==> src/hdl/phybc_params.svh <==
// Offsets, field positions, reset values and timing counts of the block.
`ifndef PHYBC_PARAMS_SVH
`define PHYBC_PARAMS_SVH

// Number of independent ports and bus address width.
`define PHYBC_PORTS        2
`define PHYBC_ADDR_W       4
`define PHYBC_DATA_W       32

// Byte offsets; address bit PHYBC_PORT_BIT selects the port.
`define PHYBC_OFS_CTRL     4'h0
`define PHYBC_OFS_STAT     4'h8
`define PHYBC_PORT_BIT     2

// Control word field positions.
`define PHYBC_B_SOFT_RST   15
`define PHYBC_B_LOOPBACK   14
`define PHYBC_B_SPEED      13
`define PHYBC_B_AN_EN      12
`define PHYBC_B_PWR_DOWN   11
`define PHYBC_B_ISOLATE    10
`define PHYBC_B_RESTART    9
`define PHYBC_B_DUPLEX     8
`define PHYBC_B_COL_TEST   7
`define PHYBC_RSVD_W       7
`define PHYBC_LANE_W       8

// Status word field positions.
`define PHYBC_S_PD         0
`define PHYBC_S_AN_PEND    1
`define PHYBC_S_SPEED      2
`define PHYBC_S_DUPLEX     3
`define PHYBC_S_ISOLATE    4
`define PHYBC_S_COL        5

// Reset values of the non-strapped control fields.
`define PHYBC_RST_ZERO     1'b0

// Timing: clock rate, bit time at the fastest rate, collision bounds.
`define PHYBC_CLK_MHZ      100
`define PHYBC_BIT_NS       10
`define PHYBC_COL_ON_BITS  512
`define PHYBC_COL_OFF_BITS 4
`define PHYBC_COL_ON_CYC  ((`PHYBC_COL_ON_BITS*`PHYBC_BIT_NS*`PHYBC_CLK_MHZ)/1000)
`define PHYBC_COL_OFF_CYC ((`PHYBC_COL_OFF_BITS*`PHYBC_BIT_NS*`PHYBC_CLK_MHZ)/1000)

`endif

==> src/hdl/phybc_pkg.sv <==
// Types shared by the basic mode control block.
package phybc_pkg;

    // Control word, laid out exactly as software sees it.
    typedef struct packed {
        logic       soft_reset;
        logic       loopback;
        logic       speed_100;
        logic       an_enable;
        logic       power_down;
        logic       isolate;
        logic       restart;
        logic       full_duplex;
        logic       col_test;
        logic [6:0] rsvd;
    } phybc_ctrl_t;

    // Avalon-MM request bundle from the master.
    typedef struct packed {
        logic        read;
        logic        write;
        logic [3:0]  address;
        logic [3:0]  byteenable;
        logic [31:0] writedata;
    } phybc_avs_req_t;

    // Strap pins of one port.
    typedef struct packed {
        logic an_enable;
        logic speed_100;
        logic full_duplex;
        logic fiber_mode_select;
    } phybc_strap_t;

    // Bus answer sequencer.
    typedef enum logic [1:0] {
        BUS_IDLE = 2'b01,
        BUS_DONE = 2'b10
    } phybc_bus_st_t;

endpackage : phybc_pkg

==> src/hdl/phybc_pinsync.sv <==
// Three-stage pin synchroniser with agreement filter and gated output.
`timescale 1ns/1ns

module phybc_pinsync #(
    parameter int               WIDTH    = 1,
    parameter logic [WIDTH-1:0] IDLE_VAL = '0
) (
    // Clock and reset.
    input  logic             i_mclk,
    input  logic             i_rst,
    // Pin side.
    input  logic [WIDTH-1:0] i_pin,
    // Gate and results.
    input  logic [WIDTH-1:0] i_en,
    output logic [WIDTH-1:0] o_level,
    output logic [WIDTH-1:0] o_gated
);

    logic [WIDTH-1:0] s1_q;
    logic [WIDTH-1:0] s2_q;
    logic [WIDTH-1:0] s3_q;
    logic [WIDTH-1:0] level_q;
    logic [WIDTH-1:0] level_d;
    logic [WIDTH-1:0] gated_q;

    // A bit moves only once the second and third stages agree.
    assign level_d = (s2_q & s3_q) | (level_q & (s2_q ^ s3_q));

    // Synchroniser chain; the first stage feeds only the second.
    always_ff @(posedge i_mclk) begin
        if (i_rst) begin
            s1_q <= IDLE_VAL;
            s2_q <= IDLE_VAL;
            s3_q <= IDLE_VAL;
        end else begin
            s1_q <= i_pin;
            s2_q <= s1_q;
            s3_q <= s2_q;
        end
    end

    // Filtered level and gated copy update on the same edge, which saves
    // a cycle of latency on the gated path.
    always_ff @(posedge i_mclk) begin
        if (i_rst) begin
            level_q <= IDLE_VAL;
            gated_q <= '0;
        end else begin
            level_q <= level_d;
            gated_q <= level_d & i_en;
        end
    end

    assign o_level = level_q;
    assign o_gated = gated_q;

endmodule : phybc_pinsync

==> src/hdl/phybc_ctrl.sv <==
// Two-port basic mode control register bank behind an Avalon-MM slave.
//
// The Avalon-MM register port is this design's own decision.
`timescale 1ns/1ns
`include "phybc_params.svh"

////////////////////////////////////////////////////////////////////////////
// Overview of operation
// - Power-down stops port, registers stay reachable.
// - Power-down bit ORed with low-active pin.
// - Isolate cuts MII, management still works.
// - Writing restart one restarts auto-negotiation.
// - Restart write ignored while auto-negotiation off.
// - Restart reads one until initiated, then clears.
// - Writing restart zero leaves negotiation running.
// - Duplex bit picks full or half duplex.
// - Collision test raises COL after TX_EN rises.
// - Collision test drops COL after TX_EN falls.
// - Low seven control bits reserved, read zero.
// - Auto-negotiation on overrides speed and duplex.
// - Speed bit picks 100 or 10 Mb/s.
// - Fiber mode forces auto-negotiation off at reset.
module phybc_ctrl #(
    parameter int PORTS = `PHYBC_PORTS
) (
    // Clock and reset.
    input  logic                             i_mclk,
    input  logic                             i_rst,
    // Avalon-MM slave.
    input  phybc_pkg::phybc_avs_req_t        i_avs,
    output logic [`PHYBC_DATA_W-1:0]         o_avs_readdata,
    output logic                             o_avs_waitrequest,
    // Pins: power-down request and straps.
    input  logic                             i_low_power_request_pin_n,
    input  phybc_pkg::phybc_strap_t [PORTS-1:0] i_strap,
    // MII side, one bit per port.
    input  logic [PORTS-1:0]                 i_mii_tx_en,
    output logic [PORTS-1:0]                 o_mii_col,
    output logic [PORTS-1:0]                 o_mii_oe_n,
    // Auto-negotiation engine handshake and results.
    output logic [PORTS-1:0]                 o_an_restart,
    input  logic [PORTS-1:0]                 i_an_ack,
    input  logic [PORTS-1:0]                 i_an_speed_100,
    input  logic [PORTS-1:0]                 i_an_full_duplex,
    // Effective port mode.
    output logic [PORTS-1:0]                 o_power_down,
    output logic [PORTS-1:0]                 o_speed_100,
    output logic [PORTS-1:0]                 o_full_duplex,
    output logic [PORTS-1:0]                 o_an_enable,
    output logic [PORTS-1:0]                 o_loopback
);

    import phybc_pkg::*;

    ////////////////////////////////////////////////////////////////////////
    // Address decode helpers; is_ctrl and port_of serve the read and the write path, is_stat the read path only.
    function automatic logic is_ctrl(input logic [`PHYBC_ADDR_W-1:0] a);
        logic [`PHYBC_ADDR_W-1:0] b;
        b = a;
        b[`PHYBC_PORT_BIT] = 1'b0;
        return b == `PHYBC_OFS_CTRL;
    endfunction : is_ctrl

    function automatic logic is_stat(input logic [`PHYBC_ADDR_W-1:0] a);
        logic [`PHYBC_ADDR_W-1:0] b;
        b = a;
        b[`PHYBC_PORT_BIT] = 1'b0;
        return b == `PHYBC_OFS_STAT;
    endfunction : is_stat

    function automatic logic port_of(input logic [`PHYBC_ADDR_W-1:0] a);
        return a[`PHYBC_PORT_BIT];
    endfunction : port_of

    // Strapped control value, used at reset and at a soft reset.
    function automatic phybc_ctrl_t strap_value(input phybc_strap_t s);
        phybc_ctrl_t c;
        c             = '0;
        c.speed_100   = s.speed_100;
        c.full_duplex = s.full_duplex;
        c.an_enable   = s.an_enable & ~s.fiber_mode_select;
        return c;
    endfunction : strap_value

    ////////////////////////////////////////////////////////////////////////
    phybc_bus_st_t             st_q;
    phybc_bus_st_t             st_d;
    logic                      req;
    logic                      wr_acc;
    logic [`PHYBC_DATA_W-1:0]  rdata_q;
    logic [`PHYBC_DATA_W-1:0]  rdata_d;
    logic                      pin_level;
    logic                      pin_pd;
    phybc_ctrl_t               ctrl_q [PORTS];
    phybc_ctrl_t               wval;
    logic [15:0]               wbits;
    logic [15:0]               ctrl_rd [PORTS];
    logic [15:0]               stat_rd [PORTS];
    logic [PORTS-1:0]          wsel;
    logic [PORTS-1:0]          set_rst;
    logic [PORTS-1:0]          restart_q;
    logic [PORTS-1:0]          pd_eff;
    logic [PORTS-1:0]          col_en;
    logic [PORTS-1:0]          pd_q;
    logic [PORTS-1:0]          speed_q;
    logic [PORTS-1:0]          duplex_q;

    ////////////////////////////////////////////////////////////////////////
    // Bus sequencer: every access waits exactly one cycle, then completes.
    assign req = i_avs.read | i_avs.write;
    assign o_avs_waitrequest = req & (st_q == BUS_IDLE);
    assign wr_acc = i_avs.write & (st_q == BUS_DONE);

    always_comb begin
        st_d = st_q;
        unique case (st_q)
            BUS_IDLE: begin
                if (req) begin
                    st_d = BUS_DONE;
                end
            end
            BUS_DONE: begin
                st_d = BUS_IDLE;
            end
            default: begin
                st_d = BUS_IDLE;
            end
        endcase
    end

    always_ff @(posedge i_mclk) begin
        if (i_rst) begin
            st_q <= BUS_IDLE;
        end else begin
            st_q <= st_d;
        end
    end

    // Read mux; unmapped offsets read as zero and writes to them vanish.
    always_comb begin
        rdata_d = '0;
        if (is_ctrl(i_avs.address)) begin
            rdata_d[15:0] = ctrl_rd[port_of(i_avs.address)];
        end else if (is_stat(i_avs.address)) begin
            rdata_d[15:0] = stat_rd[port_of(i_avs.address)];
        end
    end

    // Read data is captured in the wait cycle so it stands at completion.
    always_ff @(posedge i_mclk) begin
        if (i_rst) begin
            rdata_q <= '0;
        end else if (i_avs.read && st_q == BUS_IDLE) begin
            rdata_q <= rdata_d;
        end
    end

    assign o_avs_readdata = rdata_q;

    // Byte-lane merge over the addressed port's current control word.
    always_comb begin
        wbits = ctrl_q[port_of(i_avs.address)];
        if (i_avs.byteenable[0]) begin
            wbits[`PHYBC_LANE_W-1:0] = i_avs.writedata[`PHYBC_LANE_W-1:0];
        end
        if (i_avs.byteenable[1]) begin
            wbits[15:`PHYBC_LANE_W] = i_avs.writedata[15:`PHYBC_LANE_W];
        end
        wval = phybc_ctrl_t'(wbits);
    end

    ////////////////////////////////////////////////////////////////////////
    // The power-down pin is shared by both ports and idles high.
    phybc_pinsync #(
        .WIDTH    (1),
        .IDLE_VAL (1'b1)
    ) u_pd_sync (
        .i_mclk   (i_mclk),
        .i_rst    (i_rst),
        .i_pin    (i_low_power_request_pin_n),
        .i_en     (1'b1),
        .o_level  (pin_level),
        .o_gated  ()
    );

    assign pin_pd = ~pin_level;

    // TX_EN arrives on the MAC's transmit clock; COL comes straight out of
    // the filter stage so the drop stays inside four bit times at 100 Mb/s.
    phybc_pinsync #(
        .WIDTH    (PORTS),
        .IDLE_VAL ('0)
    ) u_txen_sync (
        .i_mclk   (i_mclk),
        .i_rst    (i_rst),
        .i_pin    (i_mii_tx_en),
        .i_en     (col_en),
        .o_level  (),
        .o_gated  (o_mii_col)
    );

    ////////////////////////////////////////////////////////////////////////
    for (genvar p = 0; p < PORTS; p++) begin : g_port
        localparam int OTHER = PORTS - 1 - p;

        assign wsel[p] = wr_acc && is_ctrl(i_avs.address)
                         && (port_of(i_avs.address) == 1'(p));
        assign set_rst[p] = wsel[p] & wval.soft_reset;

        // Stored control fields; straps load at reset and soft reset.
        always_ff @(posedge i_mclk) begin
            if (i_rst || set_rst[p]) begin
                ctrl_q[p] <= strap_value(i_strap[p]);
            end else if (wsel[p]) begin
                ctrl_q[p]             <= wval;
                ctrl_q[p].soft_reset  <= `PHYBC_RST_ZERO;
                ctrl_q[p].restart     <= `PHYBC_RST_ZERO;
                ctrl_q[p].rsvd        <= '0;
            end
        end

        // Restart pending: a new request beats a same-cycle acknowledge.
        always_ff @(posedge i_mclk) begin
            if (i_rst || set_rst[p]) begin
                restart_q[p] <= 1'b0;
            end else if (wsel[p] && wval.restart && wval.an_enable) begin
                restart_q[p] <= 1'b1;
            end else if (i_an_ack[p] || !ctrl_q[p].an_enable) begin
                restart_q[p] <= 1'b0;
            end
        end

        // Pin request ORs into the stored bit.
        assign pd_eff[p] = ctrl_q[p].power_down | pin_pd;

        // Shut the MII while down or isolated, and negotiation only while down.
        assign o_an_restart[p] = restart_q[p] & ~pd_eff[p];
        assign o_mii_oe_n[p]   = pd_eff[p] | ctrl_q[p].isolate;
        assign col_en[p] = ctrl_q[p].col_test & ~pd_eff[p]
                           & ~ctrl_q[p].isolate;

        // Effective mode follows the engine only when negotiating.
        always_ff @(posedge i_mclk) begin
            if (i_rst) begin
                pd_q[p]     <= 1'b0;
                speed_q[p]  <= 1'b0;
                duplex_q[p] <= 1'b0;
            end else begin
                pd_q[p] <= pd_eff[p];
                speed_q[p] <= ctrl_q[p].an_enable ? i_an_speed_100[p]
                                                  : ctrl_q[p].speed_100;
                duplex_q[p] <= ctrl_q[p].an_enable ? i_an_full_duplex[p]
                                                   : ctrl_q[p].full_duplex;
            end
        end

        assign o_power_down[p]  = pd_q[p];
        assign o_speed_100[p]   = speed_q[p];
        assign o_full_duplex[p] = duplex_q[p];
        assign o_an_enable[p]   = ctrl_q[p].an_enable;
        assign o_loopback[p]    = ctrl_q[p].loopback;

        // Readback shows pending restart and the ORed power-down.
        assign ctrl_rd[p] = {1'b0, ctrl_q[p].loopback, ctrl_q[p].speed_100,
                             ctrl_q[p].an_enable, pd_eff[p],
                             ctrl_q[p].isolate, restart_q[p],
                             ctrl_q[p].full_duplex, ctrl_q[p].col_test,
                             `PHYBC_RSVD_W'h00};

        always_comb begin
            stat_rd[p] = '0;
            stat_rd[p][`PHYBC_S_PD]      = pd_eff[p];
            stat_rd[p][`PHYBC_S_AN_PEND] = restart_q[p];
            stat_rd[p][`PHYBC_S_SPEED]   = speed_q[p];
            stat_rd[p][`PHYBC_S_DUPLEX]  = duplex_q[p];
            stat_rd[p][`PHYBC_S_ISOLATE] = ctrl_q[p].isolate;
            stat_rd[p][`PHYBC_S_COL]     = o_mii_col[p];
        end

        // Checks on the port's behaviour.
        property p_pd_gate;
            @(posedge i_mclk) disable iff (i_rst)
            pd_eff[p] |-> (o_mii_oe_n[p] && !o_an_restart[p])
                          ##1 !o_mii_col[p];
        endproperty
        a_pd_gate: assert property (p_pd_gate)
            else $error("port active while powered down");

        property p_pd_pin;
            @(posedge i_mclk) disable iff (i_rst)
            (!i_low_power_request_pin_n)[*5] |=> o_power_down[p];
        endproperty
        a_pd_pin: assert property (p_pd_pin)
            else $error("power-down pin not honoured");

        property p_iso;
            @(posedge i_mclk) disable iff (i_rst)
            ctrl_q[p].isolate |-> o_mii_oe_n[p] ##1 !o_mii_col[p];
        endproperty
        a_iso: assert property (p_iso)
            else $error("isolated port drives MII");

        property p_restart_set;
            @(posedge i_mclk) disable iff (i_rst)
            (wsel[p] && wval.restart && wval.an_enable && !wval.soft_reset)
            |=> restart_q[p] && ctrl_rd[p][`PHYBC_B_RESTART];
        endproperty
        a_restart_set: assert property (p_restart_set)
            else $error("restart write not taken");

        property p_restart_ign;
            @(posedge i_mclk) disable iff (i_rst)
            (wsel[p] && wval.restart && !wval.an_enable && !restart_q[p])
            |=> !restart_q[p] && !o_an_restart[p];
        endproperty
        a_restart_ign: assert property (p_restart_ign)
            else $error("restart taken with negotiation off");

        property p_restart_hold;
            @(posedge i_mclk) disable iff (i_rst)
            (restart_q[p] && !i_an_ack[p] && !wsel[p]
             && ctrl_q[p].an_enable) |=> restart_q[p];
        endproperty
        a_restart_hold: assert property (p_restart_hold)
            else $error("restart cleared before initiation");

        property p_restart_clr;
            @(posedge i_mclk) disable iff (i_rst)
            (restart_q[p] && i_an_ack[p] && !wsel[p])
            |=> !ctrl_rd[p][`PHYBC_B_RESTART];
        endproperty
        a_restart_clr: assert property (p_restart_clr)
            else $error("restart did not self-clear");

        property p_restart_wr0;
            @(posedge i_mclk) disable iff (i_rst)
            (wsel[p] && !wval.restart && wval.an_enable && !wval.soft_reset
             && restart_q[p] && !i_an_ack[p]) |=> restart_q[p];
        endproperty
        a_restart_wr0: assert property (p_restart_wr0)
            else $error("zero write disturbed negotiation");

        property p_duplex;
            @(posedge i_mclk) disable iff (i_rst)
            !ctrl_q[p].an_enable
            |=> o_full_duplex[p] == $past(ctrl_q[p].full_duplex);
        endproperty
        a_duplex: assert property (p_duplex)
            else $error("forced duplex not applied");

        property p_speed;
            @(posedge i_mclk) disable iff (i_rst)
            !ctrl_q[p].an_enable
            |=> o_speed_100[p] == $past(ctrl_q[p].speed_100);
        endproperty
        a_speed: assert property (p_speed)
            else $error("forced speed not applied");

        property p_an_mode;
            @(posedge i_mclk) disable iff (i_rst)
            ctrl_q[p].an_enable
            |=> (o_speed_100[p] == $past(i_an_speed_100[p]))
                && (o_full_duplex[p] == $past(i_an_full_duplex[p]));
        endproperty
        a_an_mode: assert property (p_an_mode)
            else $error("negotiated mode not used");

        property p_fiber;
            @(posedge i_mclk)
            ($past(i_rst) && !i_rst && $past(i_strap[p].fiber_mode_select))
            |-> !ctrl_q[p].an_enable;
        endproperty
        a_fiber: assert property (p_fiber)
            else $error("fiber reset left negotiation on");

        property p_col_on;
            @(posedge i_mclk) disable iff (i_rst)
            (i_mii_tx_en[p] && col_en[p])[*4] |=> o_mii_col[p];
        endproperty
        a_col_on: assert property (p_col_on)
            else $error("collision test COL late");

        property p_col_off;
            @(posedge i_mclk) disable iff (i_rst)
            (!i_mii_tx_en[p])[*4] |=> !o_mii_col[p];
        endproperty
        a_col_off: assert property (p_col_off)
            else $error("collision test COL stuck");

        property p_indep;
            @(posedge i_mclk) disable iff (i_rst)
            wsel[p] |=> $stable(ctrl_q[OTHER])
                        && ($stable(restart_q[OTHER])
                            || $past(i_an_ack[OTHER]));
        endproperty
        a_indep: assert property (p_indep)
            else $error("write leaked to other port");
    end

    ////////////////////////////////////////////////////////////////////////
    // Bus-level checks.
    property p_rsvd;
        @(posedge i_mclk) disable iff (i_rst)
        (st_q == BUS_DONE && i_avs.read && is_ctrl(i_avs.address))
        |-> o_avs_readdata[`PHYBC_RSVD_W-1:0] == '0;
    endproperty
    a_rsvd: assert property (p_rsvd)
        else $error("reserved bits read nonzero");

    property p_iso_bus;
        @(posedge i_mclk) disable iff (i_rst)
        (req && st_q == BUS_IDLE) |=> !o_avs_waitrequest;
    endproperty
    a_iso_bus: assert property (p_iso_bus)
        else $error("management access stalled");

endmodule : phybc_ctrl

==> config.mk <==
export PLATFORM = sky130hd
export DESIGN_NAME = phybc_ctrl
export DESIGN_NICKNAME = d
export VERILOG_FILES = /design/src/hdl/phybc_pkg.sv /design/src/hdl/phybc_pinsync.sv /design/src/hdl/phybc_ctrl.sv
export VERILOG_INCLUDE_DIRS = /design/src /design/src/hdl
export SDC_FILE = /design/constraint.sdc
export NUM_CORES = 1
export LEC_CHECK = 0
export ABC_CLOCK_PERIOD_IN_PS = 3200
export BUFFER_PORTS_ARGS = -buffer_cell sky130_fd_sc_hd__buf_2
export CAP_MARGIN = 0
export CORE_AREA = 5 5 75 77
export DETAILED_ROUTE_END_ITERATION = 8
export DIE_AREA = 0 0 80 82
export GPL_TIMING_DRIVEN = 0
export PLACE_DENSITY = 0.83
export SYNTH_ARGS = -nofsm -noshare
export SYNTH_HDL_FRONTEND = slang
export SYNTH_SLANG_ARGS = --single-unit
==> constraint.sdc <==
create_clock -name i_mclk -period 3.2 [get_ports i_mclk]
set_input_delay 0.32 -clock i_mclk [delete_from_list [all_inputs] [get_ports i_mclk]]
set_output_delay 0.32 -clock i_mclk [all_outputs]
set_load 0.005 [all_outputs]
==> flow_summary.ini <==
[synth]
synth-compound-area-share_pct = 5.40
synth_mux_area_share_pct = 13.1
synth_simple_gate_area_share_pct = 20.2
seq_area_frac_synth_pct = 50.0
synth_top_family_by_area = simple AND/OR/NAND/NOR gates
synth_warnings = 0
syn_area_mm2 = 0.00236
synthXorXnorAreaFrac_pct = 0
syn_inst = 226
post_synth_num_cell_types = 35
avgSynthCellArea_um2 = 10.5
synth-seq-cells = 52
synth_fa_ha_area_share_pct = 1.59

[timing]
slew_violations = 0
finClkSkew_ns = 0.00525
worst_slew_pin_slew_ns = 0.807
hold_violations = 0
fmax_mhz = 554
setup_viol = 0
period_minus_slack_ns = 1.80
rsz0062_at_grt = no
fin_crit_sh_pct = 56.4
tns_ns = 0
relSlewSlack_pct = 46.1

[layout]
n_antenna_cell = 0
nets = 378
syn2layout_area_growth_pct = 23.9
final_layout_size_suffix_gt1_share_pct = 39.0
seqCellArea_mm2 = 0.00118
fill_cells = 442
final_cells = 385
multi_input_area_mm2 = 0.00102

[worst_setup_path]
crit_path_start_kind = primary input
crit_path_end_kind = flop
required_ns = 3.14
critPathMaxFanout = 10
worstSetupPathType = in -> reg
cp.arrival_ns = 1.74
r2r_start = st_q[0]
critPathLaunch = i_avs[39]

[routing]
drt-wirelength-per-cell_um = 14.0
drc_errors = 0
via_per_inst = 4.73
wl_um = 5390
first_iter_violations = 110
vias = 1822
ant_nets = 0
dr.pass1.iters = 4

[clock_network]
cts_max_level = 2
cts_sinks = 52
cts_buffers = 5
root_buffer = clkbuf_8
clkLatencyLatePin_ns = 0.30
post_cts_buffers = 0
cts_resized = 0
cts_max_path_buffers = 2
cts_tree = done
cts.clk_slew.worst_paths_ns = 0.09
hold_buffers = 0

[grt]
track_usage_pct = 17.3
grt_use_met2_pct = 29.5
grt_pass1_wl_um = 8650
grtUsageMet3_pct = 4.17
antenna_found_initial = 0
grt.busiest_layer = met2
grt_pass1_vias = 1858
grt-ovfl-total = 0
grt_max_degree = 16
use_met1_pct = 20.6

[hold_path]
min-delay-start = i_low_power_request_pin_n
min_path_type = in -> reg

[floorplanning]
die_area_mm2 = 0.00656
dieHeight_um = 82
std_cell_rows = 26
io_pins = 110
initial_core_util_pct = 47.8
fp.dieW_um = 80
coreArea_mm2 = 0.00494

[place]
gp_congestion = 0.819
hpwl_um = 4220
dp_cells = 377
numPortBuffers = 64

[status]
status = finished, final reports clean

[flow_run]
maxCapViolations = 0

[pwr]
p_leak_uw = 0.00136
powerDensity_mw_per_mm2 = 427
ir_drop_mv = 0.208
-- worst paths after layout --
kind                          to  slack, ns  cells past startpoint
hold reg to reg   u_pd_sync.s2_q       0.43                      1
hold / removal    u_pd_sync.s1_q       0.20                      2
setup / recovery   ctrl_q[0][10]       1.40                      5
setup reg to reg   ctrl_q[0][10]       1.40                      4
-- worst max-delay path, stage by stage --
cell      delay (ns)
buf_2           0.12
nor3_4          0.31
buf_2           0.28
nand2_1         0.07
o21bai_1        0.64
-- registers in the layout, summed over array words and instances, names as in the netlist --
name	cells
u_txen_sync.o_gated	2
u_txen_sync.s2_q	2
o_full_duplex	2
u_pd_sync.s3_q	1
ctrl_rd	2
st_q	2
u_txen_sync.o_level	2
o_avs_readdata	14
ctrl_q	14
u_pd_sync.o_level	1
o_power_down	2
o_speed_100	2
u_pd_sync.s1_q	1
u_txen_sync.s1_q	2
u_pd_sync.s2_q	1
u_txen_sync.s3_q	2
-- where the power goes --
group          switching [µW]  total, µW  internal (µW)
Sequential               11.9        708            697
Clock                     208        385            176
Combinational            80.0        159           79.2
Total                     300       1250            952
-- per-layer routing --
metal / wire (µm) / share of wire (%) / vias up
met1: 2280 / 42 / 831
li1: - / - / 916
met3: 343 / 6.4 / 7
met5: 0 / 0 / -
met4: 89 / 1.7 / 0
met2: 2680 / 50 / 68
-- synth_stat cells --
master	n	share of area [%]
and3b_1	2	0.74
mux2_4	2	1.3
nand2_1	16	2.5
and2_1	3	0.79
nand3_1	12	2.5
a211oi_1	1	0.32
ha_1	3	1.6
nor3_4	1	0.69
and4b_1	1	0.42
nand2b_1	5	1.3
nor2b_1	10	2.6
buf_6	1	0.48
inv_1	1	0.16
nor2_1	18	2.9
mux2_2	15	7.1
mux2i_1	11	4.7
and3_1	2	0.53
nor3b_1	2	0.64
o21bai_1	1	0.32
buf_2	5	1.1
a21oi_1	16	3.4
conb_1	1	0.16
nand4_2	2	1.1
o211ai_1	2	0.64
a211o_1	1	0.37
buf_4	22	7.0
edfxtp_1	14	18
or2_2	4	1.1
nand4b_1	1	0.37
nand3b_1	3	0.95
clkbuf_1	6	0.95
nor4b_1	2	0.74
nand4_1	1	0.26
a221oi_1	1	0.37
dfxtp_1	38	32
-- cells by family after synthesis --
logic type,Yosys count
flops,52
other cells,1
compound gates,22
mux,28
simple gates,85
fa+ha+maj,3
buf+inv,35
-- metrics by stage --
step / cell area (µm²) / hold slack, ns / util [%] / setup slack (ns) / power [µW]
after global placement: 2840 / 0.405 / 57.3 / 1.11 / 877
after global routing: 2930 / 0.186 / 59.2 / 1.28 / 1310
final: 2930 / 0.200 / 59.2 / 1.40 / 1250
after detailed placement: 2840 / 0.412 / 57.3 / 1.08 / 881
after floorplan: 2430 / 0.389 / - / 1.59 / 823
after CTS: 2930 / 0.196 / 59.2 / 1.39 / 1250
-- cell type report --
cell class              instances  area share, %
clock buffers                   7           2.95
inverters                       1          0.128
multi-input cells             156           34.8
plain buffers                  34           7.65
clock inverters                 1          0.256
flip-flops and latches         52           40.3
repair buffers                 64           10.9
well taps                      70           2.99
-- placed cells by master, fill, tap and decap left out, types with 3 or more instances in the layout --
| cell | instances |
|---|---|
| a21oi_1 | 16 |
| ha_1 | 3 |
| or2_2 | 4 |
| nand3_1 | 12 |
| buf_4 | 22 |
| and2_1 | 3 |
| nor2b_1 | 10 |
| dfxtp_1 | 38 |
| nor2_1 | 18 |
| nand2_1 | 16 |
| nand3b_1 | 3 |
| nand2b_1 | 5 |
| conb_1 | 18 |
| edfxtp_1 | 14 |
| buf_2 | 69 |
| clkbuf_1 | 7 |
| mux2_2 | 15 |
| mux2i_1 | 11 |
| clkbuf_8 | 6 |
No activity file was read; power rests on OpenSTA's default activity.
